File: src/pkg/lrm_pkg.sv
/*
  Package for the lockup recovery manageability block: register map,
  field positions, reset values, timing counts and carrier types.
  Assumes a 32-bit APB slave with word-aligned registers.
*/
`default_nettype none
package lrm_pkg;

  // ----------------------------------------------------------------
  // Register offsets (byte addresses)
  // ----------------------------------------------------------------
  localparam logic [11:0] LRM_CTRL_OFS = 12'h000;
  localparam logic [11:0] LRM_RELOAD_OFS = 12'h004;
  localparam logic [11:0] LRM_COUNT_OFS = 12'h008;
  localparam logic [11:0] LRM_FUNCDIS_OFS = 12'h00c;
  localparam logic [11:0] LRM_STATUS_OFS = 12'h010;
  localparam logic [11:0] LRM_MASK_OFS = 12'h014;
  localparam logic [11:0] LRM_KICK_OFS = 12'h018;
  localparam logic [11:0] LRM_STATE_OFS = 12'h01c;

  // ----------------------------------------------------------------
  // Control register fields
  // ----------------------------------------------------------------
  localparam int LRM_CTRL_WDG_EN_BIT = 0;
  localparam int LRM_CTRL_INTR_SEL_BIT = 1;
  localparam int LRM_CTRL_FETCH_EN_BIT = 2;
  localparam logic [31:0] LRM_CTRL_RST = 32'h0000_0004;

  // ----------------------------------------------------------------
  // Status / mask bits (status bits sticky, write one to clear)
  // ----------------------------------------------------------------
  localparam int LRM_ST_WDG1_BIT = 0;
  localparam int LRM_ST_WDG2_BIT = 1;
  localparam int LRM_ST_FETCH_BIT = 2;
  localparam int LRM_ST_ECC_BIT = 3;
  localparam int LRM_ST_INTRUDE_BIT = 4;
  localparam int LRM_ST_WIDTH = 5;
  localparam logic [LRM_ST_WIDTH-1:0] LRM_MASK_RST = 5'h00;

  // ----------------------------------------------------------------
  // Function disable bits
  // ----------------------------------------------------------------
  localparam int LRM_FN_COUNT = 7;
  localparam logic [LRM_FN_COUNT-1:0] LRM_FUNCDIS_RST = 7'h00;

  // ----------------------------------------------------------------
  // Timing
  // ----------------------------------------------------------------
  localparam int LRM_CLK_MHZ = 100;
  localparam int LRM_WDG_RELOAD_MS = 10;
  localparam int LRM_WDG_RELOAD_CYC = LRM_WDG_RELOAD_MS * LRM_CLK_MHZ * 1000;
  localparam int LRM_FETCH_WAIT_MS = 50;
  localparam int LRM_FETCH_WAIT_CYC = LRM_FETCH_WAIT_MS * LRM_CLK_MHZ * 1000;
  localparam int LRM_RST_PULSE_CYC = 16;

  // ----------------------------------------------------------------
  // ECC response codes
  // ----------------------------------------------------------------
  typedef enum logic [1:0] {
    LRM_ECC_SMI = 2'h0,
    LRM_ECC_NMI = 2'h1,
    LRM_ECC_SERR = 2'h2,
    LRM_ECC_WDG = 2'h3
  } lrm_ecc_type;

  typedef struct packed {
    logic valid;
    lrm_ecc_type sel;
  } lrm_ecc_msg_type;

  typedef struct packed {
    logic smi;
    logic nmi;
    logic serr;
    logic wdg_irq;
  } lrm_irq_type;

  typedef enum logic [3:0] {
    LRM_WS_IDLE = 4'b0001,
    LRM_WS_FIRST = 4'b0010,
    LRM_WS_SECOND = 4'b0100,
    LRM_WS_RESET = 4'b1000
  } lrm_wdg_state_type;

endpackage
`default_nettype wire

File: src/rtl/lrm_sync.sv
/*
  Two-flop synchroniser for one level from outside the clock domain.
  Assumes the input is a slow level such as a switch.
*/
`timescale 1ns/1ps
`default_nettype none
module lrm_sync (
  input wire logic mclk_i,
  input wire logic rst_n_i,
  input wire logic async_i,
  input wire logic rst_val_i,
  output logic sync_o
);

  logic meta_q;
  logic meta_d;
  logic sync_q;
  logic sync_d;

  always_comb begin
    meta_d = async_i;
    sync_d = meta_q;
  end

  always_ff @(posedge mclk_i) begin
    if (!rst_n_i) begin
      meta_q <= rst_val_i;
      sync_q <= rst_val_i;
    end else begin
      meta_q <= meta_d;
      sync_q <= sync_d;
    end
  end

  assign sync_o = sync_q;

endmodule
`default_nettype wire

File: src/rtl/lrm_wdg.sv
/*
  Two-stage lockup watchdog countdown.
  Assumes reload strobes come from the register block on the same clock.
*/
`timescale 1ns/1ps
`default_nettype none
module lrm_wdg
  import lrm_pkg::*;
#(
  parameter int CNT_W = 32
) (
  input wire logic mclk_i,
  input wire logic rst_n_i,
  input wire logic enable_i,
  input wire logic kick_i,
  input wire logic [CNT_W-1:0] reload_i,
  output logic first_o,
  output logic second_o,
  output logic [CNT_W-1:0] count_o,
  output lrm_wdg_state_type state_o
);

  lrm_wdg_state_type state_q;
  lrm_wdg_state_type state_d;
  logic [CNT_W-1:0] cnt_q;
  logic [CNT_W-1:0] cnt_d;
  logic first_q;
  logic first_d;
  logic second_q;
  logic second_d;

  // ----------------------------------------------------------------
  // Countdown and expiry stages
  // ----------------------------------------------------------------
  always_comb begin
    state_d = state_q;
    cnt_d = cnt_q;
    first_d = 1'b0;
    second_d = 1'b0;
    if (!enable_i) begin
      state_d = LRM_WS_IDLE;
      cnt_d = reload_i;
    end else if (kick_i) begin
      state_d = LRM_WS_IDLE;
      cnt_d = reload_i;
    end else begin
      case (state_q)
        LRM_WS_IDLE: begin
          if (cnt_q == '0) begin
            state_d = LRM_WS_FIRST;
            first_d = 1'b1;
            cnt_d = reload_i;
          end else begin
            cnt_d = cnt_q - 1'b1;
          end
        end
        LRM_WS_FIRST: begin
          if (cnt_q == '0) begin
            state_d = LRM_WS_RESET;
            second_d = 1'b1;
          end else begin
            cnt_d = cnt_q - 1'b1;
          end
        end
        default: begin
          state_d = LRM_WS_RESET;
        end
      endcase
    end
  end

  always_ff @(posedge mclk_i) begin
    if (!rst_n_i) begin
      state_q <= LRM_WS_IDLE;
      cnt_q <= '1;
      first_q <= 1'b0;
      second_q <= 1'b0;
    end else begin
      state_q <= state_d;
      cnt_q <= cnt_d;
      first_q <= first_d;
      second_q <= second_d;
    end
  end

  assign first_o = first_q;
  assign second_o = second_q;
  assign count_o = cnt_q;
  assign state_o = state_q;

endmodule
`default_nettype wire

File: src/rtl/lrm_top.sv
/*
  Lockup recovery manageability block: lockup watchdog, first-fetch check,
  ECC message routing, function disable and case intrusion, over APB.
  Assumes one 100 MHz clock, synchronous active-low reset, APB master.
*/
// Functional notes
// - First watchdog expiry raises a system management interrupt.
// - Second unserviced expiry triggers a full system reset.
// - After reset, reboot if the processor never fetches its first instruction.
// - ECC message from memory controller raises the selected interrupt type.
// - Separate disable bits for LAN, USB, LPC, audio, SATA, PCIe, SMBus.
// - Disabled function stops decoding I/O, memory and configuration space.
// - Disabled function produces no interrupts or power management events.
// - Intrusion input raises SMI or watchdog interrupt per programmable select.
`timescale 1ns/1ps
`default_nettype none
module lrm_top
  import lrm_pkg::*;
#(
  parameter int WDG_RELOAD_CYC = LRM_WDG_RELOAD_CYC,
  parameter int FETCH_WAIT_CYC = LRM_FETCH_WAIT_CYC
) (
  input wire logic mclk_i,
  input wire logic rst_n_i,
  input wire logic psel_i,
  input wire logic penable_i,
  input wire logic pwrite_i,
  input wire logic [11:0] paddr_i,
  input wire logic [31:0] pwdata_i,
  output logic [31:0] prdata_o,
  output logic pready_o,
  output logic pslverr_o,
  input wire logic first_fetch_i,
  input wire lrm_ecc_msg_type ecc_msg_i,
  input wire logic intruder_n_i,
  input wire logic [LRM_FN_COUNT-1:0] fn_decode_i,
  input wire logic [LRM_FN_COUNT-1:0] fn_irq_i,
  input wire logic [LRM_FN_COUNT-1:0] fn_pme_i,
  output logic [LRM_FN_COUNT-1:0] fn_decode_en_o,
  output logic [LRM_FN_COUNT-1:0] fn_irq_o,
  output logic [LRM_FN_COUNT-1:0] fn_pme_o,
  output logic system_mgmt_interrupt_n_o,
  output logic nmi_o,
  output logic serr_n_o,
  output logic lockup_watchdog_irq_o,
  output logic sys_reset_n_o,
  output logic irq_o
);

  // ----------------------------------------------------------------
  // Registers
  // ----------------------------------------------------------------
  logic [31:0] ctrl_q, ctrl_d;
  logic [31:0] reload_q, reload_d;
  logic [LRM_FN_COUNT-1:0] fndis_q, fndis_d;
  logic [LRM_ST_WIDTH-1:0] status_q, status_d;
  logic [LRM_ST_WIDTH-1:0] mask_q, mask_d;
  logic [31:0] prdata_q, prdata_d;
  logic pready_q, pready_d;
  logic pslverr_q, pslverr_d;
  logic kick_q, kick_d;
  logic [31:0] fetch_cnt_q, fetch_cnt_d;
  logic fetch_wait_q, fetch_wait_d;
  logic fetch_fail_q, fetch_fail_d;
  logic [7:0] rst_cnt_q, rst_cnt_d;
  logic intr_prev_q, intr_prev_d;
  lrm_irq_type irq_q, irq_d;
  logic irq_out_q, irq_out_d;
  logic [LRM_FN_COUNT-1:0] dec_q, dec_d;
  logic [LRM_FN_COUNT-1:0] fnirq_q, fnirq_d;
  logic [LRM_FN_COUNT-1:0] fnpme_q, fnpme_d;
  logic smi_n_q, smi_n_d;
  logic serr_n_q, serr_n_d;
  logic sysrst_n_q, sysrst_n_d;

  logic wdg_first;
  logic wdg_second;
  logic [31:0] wdg_count;
  lrm_wdg_state_type wdg_state;
  logic intr_n_sync;
  logic fetch_sync;
  logic ecc_ev;
  logic intr_ev;
  logic wr_acc;
  logic rd_acc;
  logic [LRM_ST_WIDTH-1:0] ev;

  function automatic logic is_addr(input logic [11:0] a, input logic [11:0] ofs);
    is_addr = (a == ofs);
  endfunction

  // ----------------------------------------------------------------
  // Submodules
  // ----------------------------------------------------------------
  lrm_wdg #(
    .CNT_W(32)
  ) u_wdg (
    .mclk_i(mclk_i),
    .rst_n_i(rst_n_i),
    .enable_i(ctrl_q[LRM_CTRL_WDG_EN_BIT]),
    .kick_i(kick_q),
    .reload_i(reload_q),
    .first_o(wdg_first),
    .second_o(wdg_second),
    .count_o(wdg_count),
    .state_o(wdg_state)
  );

  lrm_sync u_intr_sync (
    .mclk_i(mclk_i),
    .rst_n_i(rst_n_i),
    .async_i(intruder_n_i),
    .rst_val_i(1'b1),
    .sync_o(intr_n_sync)
  );

  lrm_sync u_fetch_sync (
    .mclk_i(mclk_i),
    .rst_n_i(rst_n_i),
    .async_i(~first_fetch_i),
    .rst_val_i(1'b1),
    .sync_o(fetch_sync)
  );

  // ----------------------------------------------------------------
  // APB slave and register file
  // ----------------------------------------------------------------
  assign wr_acc = psel_i && penable_i && pwrite_i && !pready_q;
  assign rd_acc = psel_i && penable_i && !pwrite_i && !pready_q;
  assign ecc_ev = ecc_msg_i.valid;
  assign intr_ev = !intr_n_sync && intr_prev_q;

  always_comb begin
    ev = '0;
    ev[LRM_ST_WDG1_BIT] = wdg_first;
    ev[LRM_ST_WDG2_BIT] = wdg_second;
    ev[LRM_ST_FETCH_BIT] = fetch_fail_d && !fetch_fail_q;
    ev[LRM_ST_ECC_BIT] = ecc_ev;
    ev[LRM_ST_INTRUDE_BIT] = intr_ev;
  end

  always_comb begin
    ctrl_d = ctrl_q;
    reload_d = reload_q;
    fndis_d = fndis_q;
    mask_d = mask_q;
    status_d = status_q;
    kick_d = 1'b0;
    prdata_d = prdata_q;
    pready_d = psel_i && penable_i && !pready_q;
    pslverr_d = 1'b0;
    if (wr_acc) begin
      if (is_addr(paddr_i, LRM_CTRL_OFS)) begin
        ctrl_d = {29'h0, pwdata_i[2:0]};
      end else if (is_addr(paddr_i, LRM_RELOAD_OFS)) begin
        reload_d = pwdata_i;
      end else if (is_addr(paddr_i, LRM_FUNCDIS_OFS)) begin
        fndis_d = pwdata_i[LRM_FN_COUNT-1:0];
      end else if (is_addr(paddr_i, LRM_STATUS_OFS)) begin
        status_d = status_q & ~pwdata_i[LRM_ST_WIDTH-1:0];
      end else if (is_addr(paddr_i, LRM_MASK_OFS)) begin
        mask_d = pwdata_i[LRM_ST_WIDTH-1:0];
      end else if (is_addr(paddr_i, LRM_KICK_OFS)) begin
        kick_d = 1'b1;
      end else if (!is_addr(paddr_i, LRM_COUNT_OFS) && !is_addr(paddr_i, LRM_STATE_OFS)) begin
        pslverr_d = 1'b1;
      end
    end
    if (rd_acc) begin
      if (is_addr(paddr_i, LRM_CTRL_OFS)) begin
        prdata_d = ctrl_q;
      end else if (is_addr(paddr_i, LRM_RELOAD_OFS)) begin
        prdata_d = reload_q;
      end else if (is_addr(paddr_i, LRM_COUNT_OFS)) begin
        prdata_d = wdg_count;
      end else if (is_addr(paddr_i, LRM_FUNCDIS_OFS)) begin
        prdata_d = {25'h0, fndis_q};
      end else if (is_addr(paddr_i, LRM_STATUS_OFS)) begin
        prdata_d = {27'h0, status_q};
      end else if (is_addr(paddr_i, LRM_MASK_OFS)) begin
        prdata_d = {27'h0, mask_q};
      end else if (is_addr(paddr_i, LRM_STATE_OFS)) begin
        prdata_d = {27'h0, !intr_n_sync, wdg_state};
      end else if (is_addr(paddr_i, LRM_KICK_OFS)) begin
        prdata_d = 32'h0;
      end else begin
        prdata_d = 32'h0;
        pslverr_d = 1'b1;
      end
    end
    status_d = status_d | ev;
  end

  // ----------------------------------------------------------------
  // First-fetch check and system reset
  // ----------------------------------------------------------------
  always_comb begin
    fetch_cnt_d = fetch_cnt_q;
    fetch_wait_d = fetch_wait_q;
    fetch_fail_d = fetch_fail_q;
    rst_cnt_d = rst_cnt_q;
    if (fetch_wait_q && ctrl_q[LRM_CTRL_FETCH_EN_BIT]) begin
      if (!fetch_sync) begin
        fetch_wait_d = 1'b0;
      end else if (fetch_cnt_q == 32'(FETCH_WAIT_CYC - 1)) begin
        fetch_fail_d = 1'b1;
        fetch_wait_d = 1'b0;
      end else begin
        fetch_cnt_d = fetch_cnt_q + 32'h1;
      end
    end
    if (wdg_second || (fetch_fail_d && !fetch_fail_q)) begin
      rst_cnt_d = 8'(LRM_RST_PULSE_CYC);
    end else if (rst_cnt_q != 8'h0) begin
      rst_cnt_d = rst_cnt_q - 8'h1;
    end
    sysrst_n_d = (rst_cnt_d == 8'h0);
  end

  // ----------------------------------------------------------------
  // Interrupt routing and function gating
  // ----------------------------------------------------------------
  always_comb begin
    intr_prev_d = intr_n_sync;
    irq_d.smi = wdg_first;
    irq_d.nmi = 1'b0;
    irq_d.serr = 1'b0;
    irq_d.wdg_irq = 1'b0;
    if (ecc_ev) begin
      case (ecc_msg_i.sel)
        LRM_ECC_SMI: irq_d.smi = 1'b1;
        LRM_ECC_NMI: irq_d.nmi = 1'b1;
        LRM_ECC_SERR: irq_d.serr = 1'b1;
        default: irq_d.wdg_irq = 1'b1;
      endcase
    end
    if (intr_ev) begin
      if (ctrl_q[LRM_CTRL_INTR_SEL_BIT]) begin
        irq_d.wdg_irq = 1'b1;
      end else begin
        irq_d.smi = 1'b1;
      end
    end
    irq_out_d = |(status_d & mask_q);
    dec_d = fn_decode_i & ~fndis_q;
    fnirq_d = fn_irq_i & ~fndis_q;
    fnpme_d = fn_pme_i & ~fndis_q;
    smi_n_d = ~irq_d.smi;
    serr_n_d = ~irq_d.serr;
  end

  always_ff @(posedge mclk_i) begin
    if (!rst_n_i) begin
      ctrl_q <= LRM_CTRL_RST;
      reload_q <= 32'(WDG_RELOAD_CYC);
      fndis_q <= LRM_FUNCDIS_RST;
      status_q <= '0;
      mask_q <= LRM_MASK_RST;
      prdata_q <= 32'h0;
      pready_q <= 1'b0;
      pslverr_q <= 1'b0;
      kick_q <= 1'b0;
      fetch_cnt_q <= 32'h0;
      fetch_wait_q <= 1'b1;
      fetch_fail_q <= 1'b0;
      rst_cnt_q <= 8'h0;
      intr_prev_q <= 1'b1;
      irq_q <= '0;
      irq_out_q <= 1'b0;
      dec_q <= '0;
      fnirq_q <= '0;
      fnpme_q <= '0;
      smi_n_q <= 1'b1;
      serr_n_q <= 1'b1;
      sysrst_n_q <= 1'b1;
    end else begin
      ctrl_q <= ctrl_d;
      reload_q <= reload_d;
      fndis_q <= fndis_d;
      status_q <= status_d;
      mask_q <= mask_d;
      prdata_q <= prdata_d;
      pready_q <= pready_d;
      pslverr_q <= pslverr_d;
      kick_q <= kick_d;
      fetch_cnt_q <= fetch_cnt_d;
      fetch_wait_q <= fetch_wait_d;
      fetch_fail_q <= fetch_fail_d;
      rst_cnt_q <= rst_cnt_d;
      intr_prev_q <= intr_prev_d;
      irq_q <= irq_d;
      irq_out_q <= irq_out_d;
      dec_q <= dec_d;
      fnirq_q <= fnirq_d;
      fnpme_q <= fnpme_d;
      smi_n_q <= smi_n_d;
      serr_n_q <= serr_n_d;
      sysrst_n_q <= sysrst_n_d;
    end
  end

  assign prdata_o = prdata_q;
  assign pready_o = pready_q;
  assign pslverr_o = pslverr_q;
  assign fn_decode_en_o = dec_q;
  assign fn_irq_o = fnirq_q;
  assign fn_pme_o = fnpme_q;
  assign system_mgmt_interrupt_n_o = smi_n_q;
  assign nmi_o = irq_q.nmi;
  assign serr_n_o = serr_n_q;
  assign lockup_watchdog_irq_o = irq_q.wdg_irq;
  assign sys_reset_n_o = sysrst_n_q;
  assign irq_o = irq_out_q;

endmodule
`default_nettype wire

File: config.mk
export PLATFORM = sky130hd
export DESIGN_NAME = lrm_top
export DESIGN_NICKNAME = d
export VERILOG_FILES = /design/src/pkg/lrm_pkg.sv /design/src/rtl/lrm_sync.sv /design/src/rtl/lrm_wdg.sv /design/src/rtl/lrm_top.sv
export SDC_FILE = /design/constraint.sdc
export NUM_CORES = 1
export LEC_CHECK = 0
export BUFFER_PORTS_ARGS = -buffer_cell sky130_fd_sc_hd__buf_2
export CORE_ASPECT_RATIO = 1.2
export CORE_MARGIN = 5
export CORE_UTILIZATION = 57
export DETAILED_ROUTE_END_ITERATION = 10
export HOLD_SLACK_MARGIN = 0.05
export MAX_ROUTING_LAYER = met4
export PLACE_DENSITY = 0.8
export SLEW_MARGIN = 40
export SYNTH_ARGS = -nofsm -noshare
export SYNTH_HDL_FRONTEND = slang
export SYNTH_SLANG_ARGS = --single-unit
File: constraint.sdc
create_clock -name mclk_i -period 6.8 [get_ports mclk_i]
set_input_delay 0.34 -clock mclk_i [delete_from_list [all_inputs] [get_ports mclk_i]]
set_output_delay 0.34 -clock mclk_i [all_outputs]
set_load 0.01 [all_outputs]
==> metrics, run 1 <==
status=finished, final reports clean; core area=15600 sq um; largest net degree at the start of global routing=70; die area=18400 sq um; MaxCap Viol Count=0; initial core utilization=0.579; Syn Inst Count=1079; total number of yosys warnings=0; Arr. time, crit path=3860 ps; CP peak stage delay=620 ps; RR Startpoint=u_wdg.count_o[18]; FF+latch count, synth=198; GRT busiest layer=met2; Synth Net Count=1159; CP startpoint kind=register; clock sink count=198; post-route setup slack=3280 ps; met1 usage=0.319; GR Util met2=0.461; pre-CTS setup slack=3390 ps; initial antenna violation count=0; hold crit path type=in2reg; register area share after synthesis=0.440; via/cell ratio=6.02; family with the most delay on the worst path=simple AND/OR/NAND/NOR gates; Clock Tree Buf Depth=2; Peak VDD IR=279 uV; Worst-path clk slew=70 ps; boundary pin count=136; postcts setup bufs=0; RSZ-0062 raised after global routing=false; met3 Usage GRT=0.0412; Inst Count DP=1367; synthesized area=9020 sq um; Post-synth EDFFs=0; Final Hold Vio Count=0; clk root buf=clkbuf_16; hold_ws=58.7 ps; Avg WL per Cell=17.3 um; leakage dissipation=3.96 nW; WP buf/inv=1; total gr overflow=0; Post-Route WL=24200 um; antenna cells=0; critical path data required time=7140 ps; first-pass GRT wire length=40100 um; cts repair resizes=0; actual slew at the worst max-slew pin=890 ps; Fin Setup TNS=0 ps; initial DRC count=778; clk_skew=5.89 ps; Power Density=246 nW/um^2; synthesis-to-finish area growth=16.2%; Critical Path Stages=7; CP Cell Sequence=or4_4 > or4_1 > or3_1 > a211oi_4 > buf_4 > nor2_4 > a22oi_1; Reg2Reg Depth=7; CP Launch Point=u_wdg.count_o[18]; port bufs=135; die width=125 um; Min-Delay Startpoint=first_fetch_i; die height=148 um; Hold-fix buffers, CTS=0; CTS tree=done; Final Cycle Share=0.518; vias in the first global route=8157; synth unique cells=63; Routed Antenna Nets=0; Slowest cell on crit path=a211oi_4; Clock Latency Late Sink=440 ps; proportion of layout cells with a drive suffix above 1=0.175; worst hold stages=2; All-Layer GR Usage=0.269; Final Util=0.673; DRC=0; Setup-failing EPs final=0; CP Max Fanout=17; DP HPWL=16600 um; Num CTS Buffers=17; Pins Over Slew Limit=0; DR vias=8410; num rows=50; Nets=1258; fin cells=1398; syn avg cell area=8.36 sq um; CP Class=reg2reg; crit path time final=3520 ps; FFs w/ async S/R, synth=0; main flop type after synthesis=dfxtp_1; CP endpoint kind=register; Worst slew margin=0.401; gp weighted congestion=0.951; first drt pass iteration count=6; Fmax achieved=284 MHz; H-tree Lvls=4
[state kept, by name, summed over array words and instances, names as in the netlist, 3 cells and up]
signal	count
fetch_cnt_q	32
prdata_o	32
reload_q	32
u_wdg.count_o	32
rst_cnt_q	8
fn_decode_en_o	7
fn_irq_o	7
fn_pme_o	7
fndis_q	7
mask_q	5
status_q	5
ctrl_q	3
u_wdg.state_o	3
[layout make-up]
class | instances | area (sq um)
Fill cell | 1324 | 5100
Timing Repair Buffer | 145 | 751
Multi-Input combinational cell | 789 | 4780
Inverter | 27 | 101
Sequential cell | 198 | 3960
Tap cell | 208 | 260
Clock buffer | 19 | 443
Clock inverter | 12 | 174
[synthesized netlist by cell type (all sizes together) (14+ instances only)]
cell type  number  area share
a21oi          65       0.036
a22oi          45       0.037
a2bb2oi        26       0.025
and2           23       0.016
clkbuf         56       0.023
dfxtp         198        0.44
inv            27       0.011
mux2i          42       0.047
nand2         141       0.059
nand2b         17       0.012
nand3          39       0.022
nand4          14      0.0097
nor2          113       0.048
nor3           29       0.016
nor4           30       0.021
o21ai          39       0.022
xnor2          23       0.022
[cells in the final DEF, fill, tap and decap left out, types with 26 or more instances in the layout]
master / Yosys / final
dfxtp_1: 198 / 198
nand2_1: 141 / 139
buf_2: 1 / 135
nor2_1: 112 / 111
a21oi_1: 64 / 64
a22oi_1: 45 / 45
mux2i_1: 42 / 42
nand3_1: 39 / 39
o21ai_0: 36 / 35
inv_1: 27 / 26
nor4_1: 30 / 26
a2bb2oi_1: 26 / 26
[kinds of logic after synthesis]
group                    synth area share
multiplexers                       0.0491
adder cells (fa/ha/maj)           0.00694
buffers and inverters              0.0406
AND/OR/NAND/NOR                     0.260
XOR/XNOR                           0.0233
flip-flops                          0.440
AO/OA/AOI/OAI                       0.180
[metrics by stage]
stage | instance area (sq um) | total power, mW
after global placement | 9790 | 1.53
after floorplan | 9020 | 1.46
final | 10500 | 2.58
after CTS | 10500 | 2.58
after detailed placement | 9840 | 1.54
after global routing | 10500 | 2.68
[final timing paths]
check             slack (ps)             endpoint
setup / recovery        3280    u_wdg.count_o[16]
hold / removal            60  u_fetch_sync.meta_q
setup reg to reg        3280    u_wdg.count_o[16]
hold reg to reg          410  u_fetch_sync.sync_o
[power breakdown]
part / internal, mW / switching [mW]
clock network: 0.624 / 0.437
logic: 0.116 / 0.148
registers: 1.21 / 0.0446
[routing by layer]
layer,routed length [um],up-vias
met2,12300,315
met1,9810,3954
li1,-,4081
met3,1420,60
met5,0,-
met4,680,0
Power figures use the tool's default switching activity.
==> run 2, diff against run 1 <==
--- a/config.mk
+++ b/config.mk
@@ -5,14 +5,15 @@
 export SDC_FILE = /design/constraint.sdc
 export NUM_CORES = 1
 export LEC_CHECK = 0
+export ABC_AREA = 1
 export BUFFER_PORTS_ARGS = -buffer_cell sky130_fd_sc_hd__buf_2
 export CORE_ASPECT_RATIO = 1.2
 export CORE_MARGIN = 5
-export CORE_UTILIZATION = 57
+export CORE_UTILIZATION = 52
 export DETAILED_ROUTE_END_ITERATION = 10
 export HOLD_SLACK_MARGIN = 0.05
 export MAX_ROUTING_LAYER = met4
-export PLACE_DENSITY = 0.8
+export PLACE_DENSITY = 0.76
 export SLEW_MARGIN = 40
 export SYNTH_ARGS = -nofsm -noshare
 export SYNTH_HDL_FRONTEND = slang
==> constraint.sdc (replaced) <==
create_clock -name mclk_i -period 2.91 [get_ports mclk_i]
set_input_delay 0.1455 -clock mclk_i [delete_from_list [all_inputs] [get_ports mclk_i]]
set_output_delay 0.1455 -clock mclk_i [all_outputs]
set_load 0.01 [all_outputs]
==> metrics, run 2 <==
critical path data required time=3210 ps; core area=18800 sq um; Worst slew margin=0.486; initial core utilization=0.528; most frequent cells in the layout=nand2_1, dfxtp_1, inv_1; largest family of logic cells by synthesized area=simple AND/OR/NAND/NOR gates; largest cells by area after synthesis=dfxtp_1, nand2_1, inv_1; Final Util=0.637; most frequent cell after synthesis=nand2_1; port bufs=135; Routed Antenna Nets=0; gp weighted congestion=0.959; Fin Setup TNS=0 ps; die height=161 um; crit path time final=2480 ps; CP endpoint kind=register; CP Launch Point=u_wdg.count_o[26]; synth unique cells=39; Post-synth EDFFs=0; combinational share of power=0.140; die width=136 um; cell-internal power=4.49 mW; Commonest cells post-synth=nand2_1, dfxtp_1, inv_1, nor2_1, nand3_1; total gr overflow=0; Final Cycle Share=0.853; die area=21900 sq um; Worst-path clk slew=80 ps; Num CTS Buffers=17; Power Density=520 nW/um^2; boundary pin count=136; Clk pwr share=0.396; area fraction of the dominant cell type after synthesis=0.400; clk root buf=clkbuf_16; All-Layer GR Usage=0.259; Syn Inst Count=1486; actual slew at the worst max-slew pin=764 ps; Post-Route WL=27400 um; CP startpoint kind=register; Psw=1.73 mW; Clock Latency Late Sink=440 ps; Final Hold Vio Count=0; via/cell ratio=5.20; clock sink count=198; Synth Area in XOR/XNOR=0.0309; antenna cells=0; most common cell after layout, fill and taps aside=nand2_1; post-synthesis adder-cell area fraction=0.00631; sequential power share=0.463; largest net degree at the start of global routing=91; sw frac=0.279; hold crit path type=in2reg; CTS tree=done; FFs w/ async S/R, synth=0; syn avg cell area=6.67 sq um; fill count=1693; first drt pass iteration count=6; synthesis-to-finish area growth=20.7%; main flop type after synthesis=dfxtp_1; compound-gate portion of the synthesized area=0.132; initial antenna violation count=0; mux contribution to synthesized area=0; Synth Net Count=1566; Nets=1740; RSZ-0062 raised after global routing=false; proportion of layout cells with a drive suffix above 1=0.131; MaxCap Viol Count=0; total number of yosys warnings=0; Min-Delay Startpoint=paddr_i[2]; clk_skew=8.17 ps; register area share after synthesis=0.400; Clock Tree Buf Depth=2; Peak VDD IR=440 uV; CP Max Fanout=49; status=finished, final reports clean; num rows=55; initial DRC count=682; Avg WL per Cell=14.2 um; DRC=0; leakage dissipation=5.40 nW; area leader, netlist=dfxtp_1; vias in the first global route=9537; Arr. time, crit path=2780 ps; synthesized area=9910 sq um; CP Class=reg2reg; DR vias=10000; FF+latch count, synth=198; Setup-failing EPs final=0; Synth Area in Simple Gates=0.328; first-pass GRT wire length=45400 um; Pins Over Slew Limit=0; Fmax achieved=403 MHz; RR Startpoint=u_wdg.count_o[26]; H-tree Lvls=4; DP HPWL=19400 um
[run 2: worst paths after layout]
kind,end,slack [ps],cells after the start
min,kick_q,60,4
max,u_wdg.count_o[27],430,12
min reg2reg,u_intr_sync.sync_o,420,1
max reg2reg,u_wdg.count_o[27],430,12
[run 2: per-stage QoR]
| stage | setup WS, ps | power (mW) | hold slack [ps] | cell area [sq um] | cells |
|---|---|---|---|---|---|
| after global placement | 643 | 3.74 | 356 | 10700 | 1838 |
| after floorplan | 1150 | 3.53 | 215 | 9910 | 1486 |
| after CTS | 570 | 6.26 | 51.2 | 12000 | 1929 |
| final | 429 | 6.22 | 64.1 | 12000 | 1929 |
| after detailed placement | 598 | 3.75 | 359 | 10800 | 1838 |
| after global routing | 158 | 6.53 | 84.3 | 12000 | 1929 |
[run 2: final cells by class]
class                      count  area, sq um  area share
clock inverter                15          189      0.0158
clock buffer                  17          425      0.0356
sequential                   198         3960       0.331
timing repair buffer         214         1420       0.119
multi-input combinational   1040         4930       0.412
tap                          256          320      0.0268
inverter                     189          711      0.0594
[run 2: what timing repair did]
| action | in CTS | in global routing |
|---|---|---|
| setup buffers | 0 | 0 |
| hold buffers | 59 | 0 |
| gates resized for setup | 0 | 0 |
| hold endpoints to repair | 61 | 0 |
[run 2: logic make-up after synthesis]
family,Yosys count
buffers and inverters,248
AND/OR/NAND/NOR,770
adder cells (fa/ha/maj),5
XOR/XNOR,35
AO/OA/AOI/OAI,230
flip-flops,198
[run 2: power by group through the flow]
stage | Clock [mW] | Sequential, mW | Combinational (mW)
finish | 2.46 | 2.88 | 0.873
floorplan | 0 | 2.94 | 0.589
CTS | 2.50 | 2.88 | 0.874
global route | 2.62 | 2.89 | 1.01
global placement | 0 | 2.94 | 0.800
detailed placement | 0 | 2.95 | 0.806
[run 2: worst max-delay path: stages, from the launching register on]
cell and delay, ps:
dfxtp_1 330, inv_2 90, nand2_1 70, nor2_2 200
nand3_1 150, nor3_4 300, nor2_2 110, nor2_4 110
clkinv_2 530, nand2_1 270, inv_1 70, nand2_1 60
nand3_1 50
[run 2: routing by layer]
metal / GRT usage / up-vias / wire, um
li1: - / 5116 / -
met1: 0.310 / 4550 / 11600
met2: 0.444 / 304 / 13600
met3: 0.0340 / 63 / 1330
met4: 0.0926 / 0 / 825
met5: - / - / 0
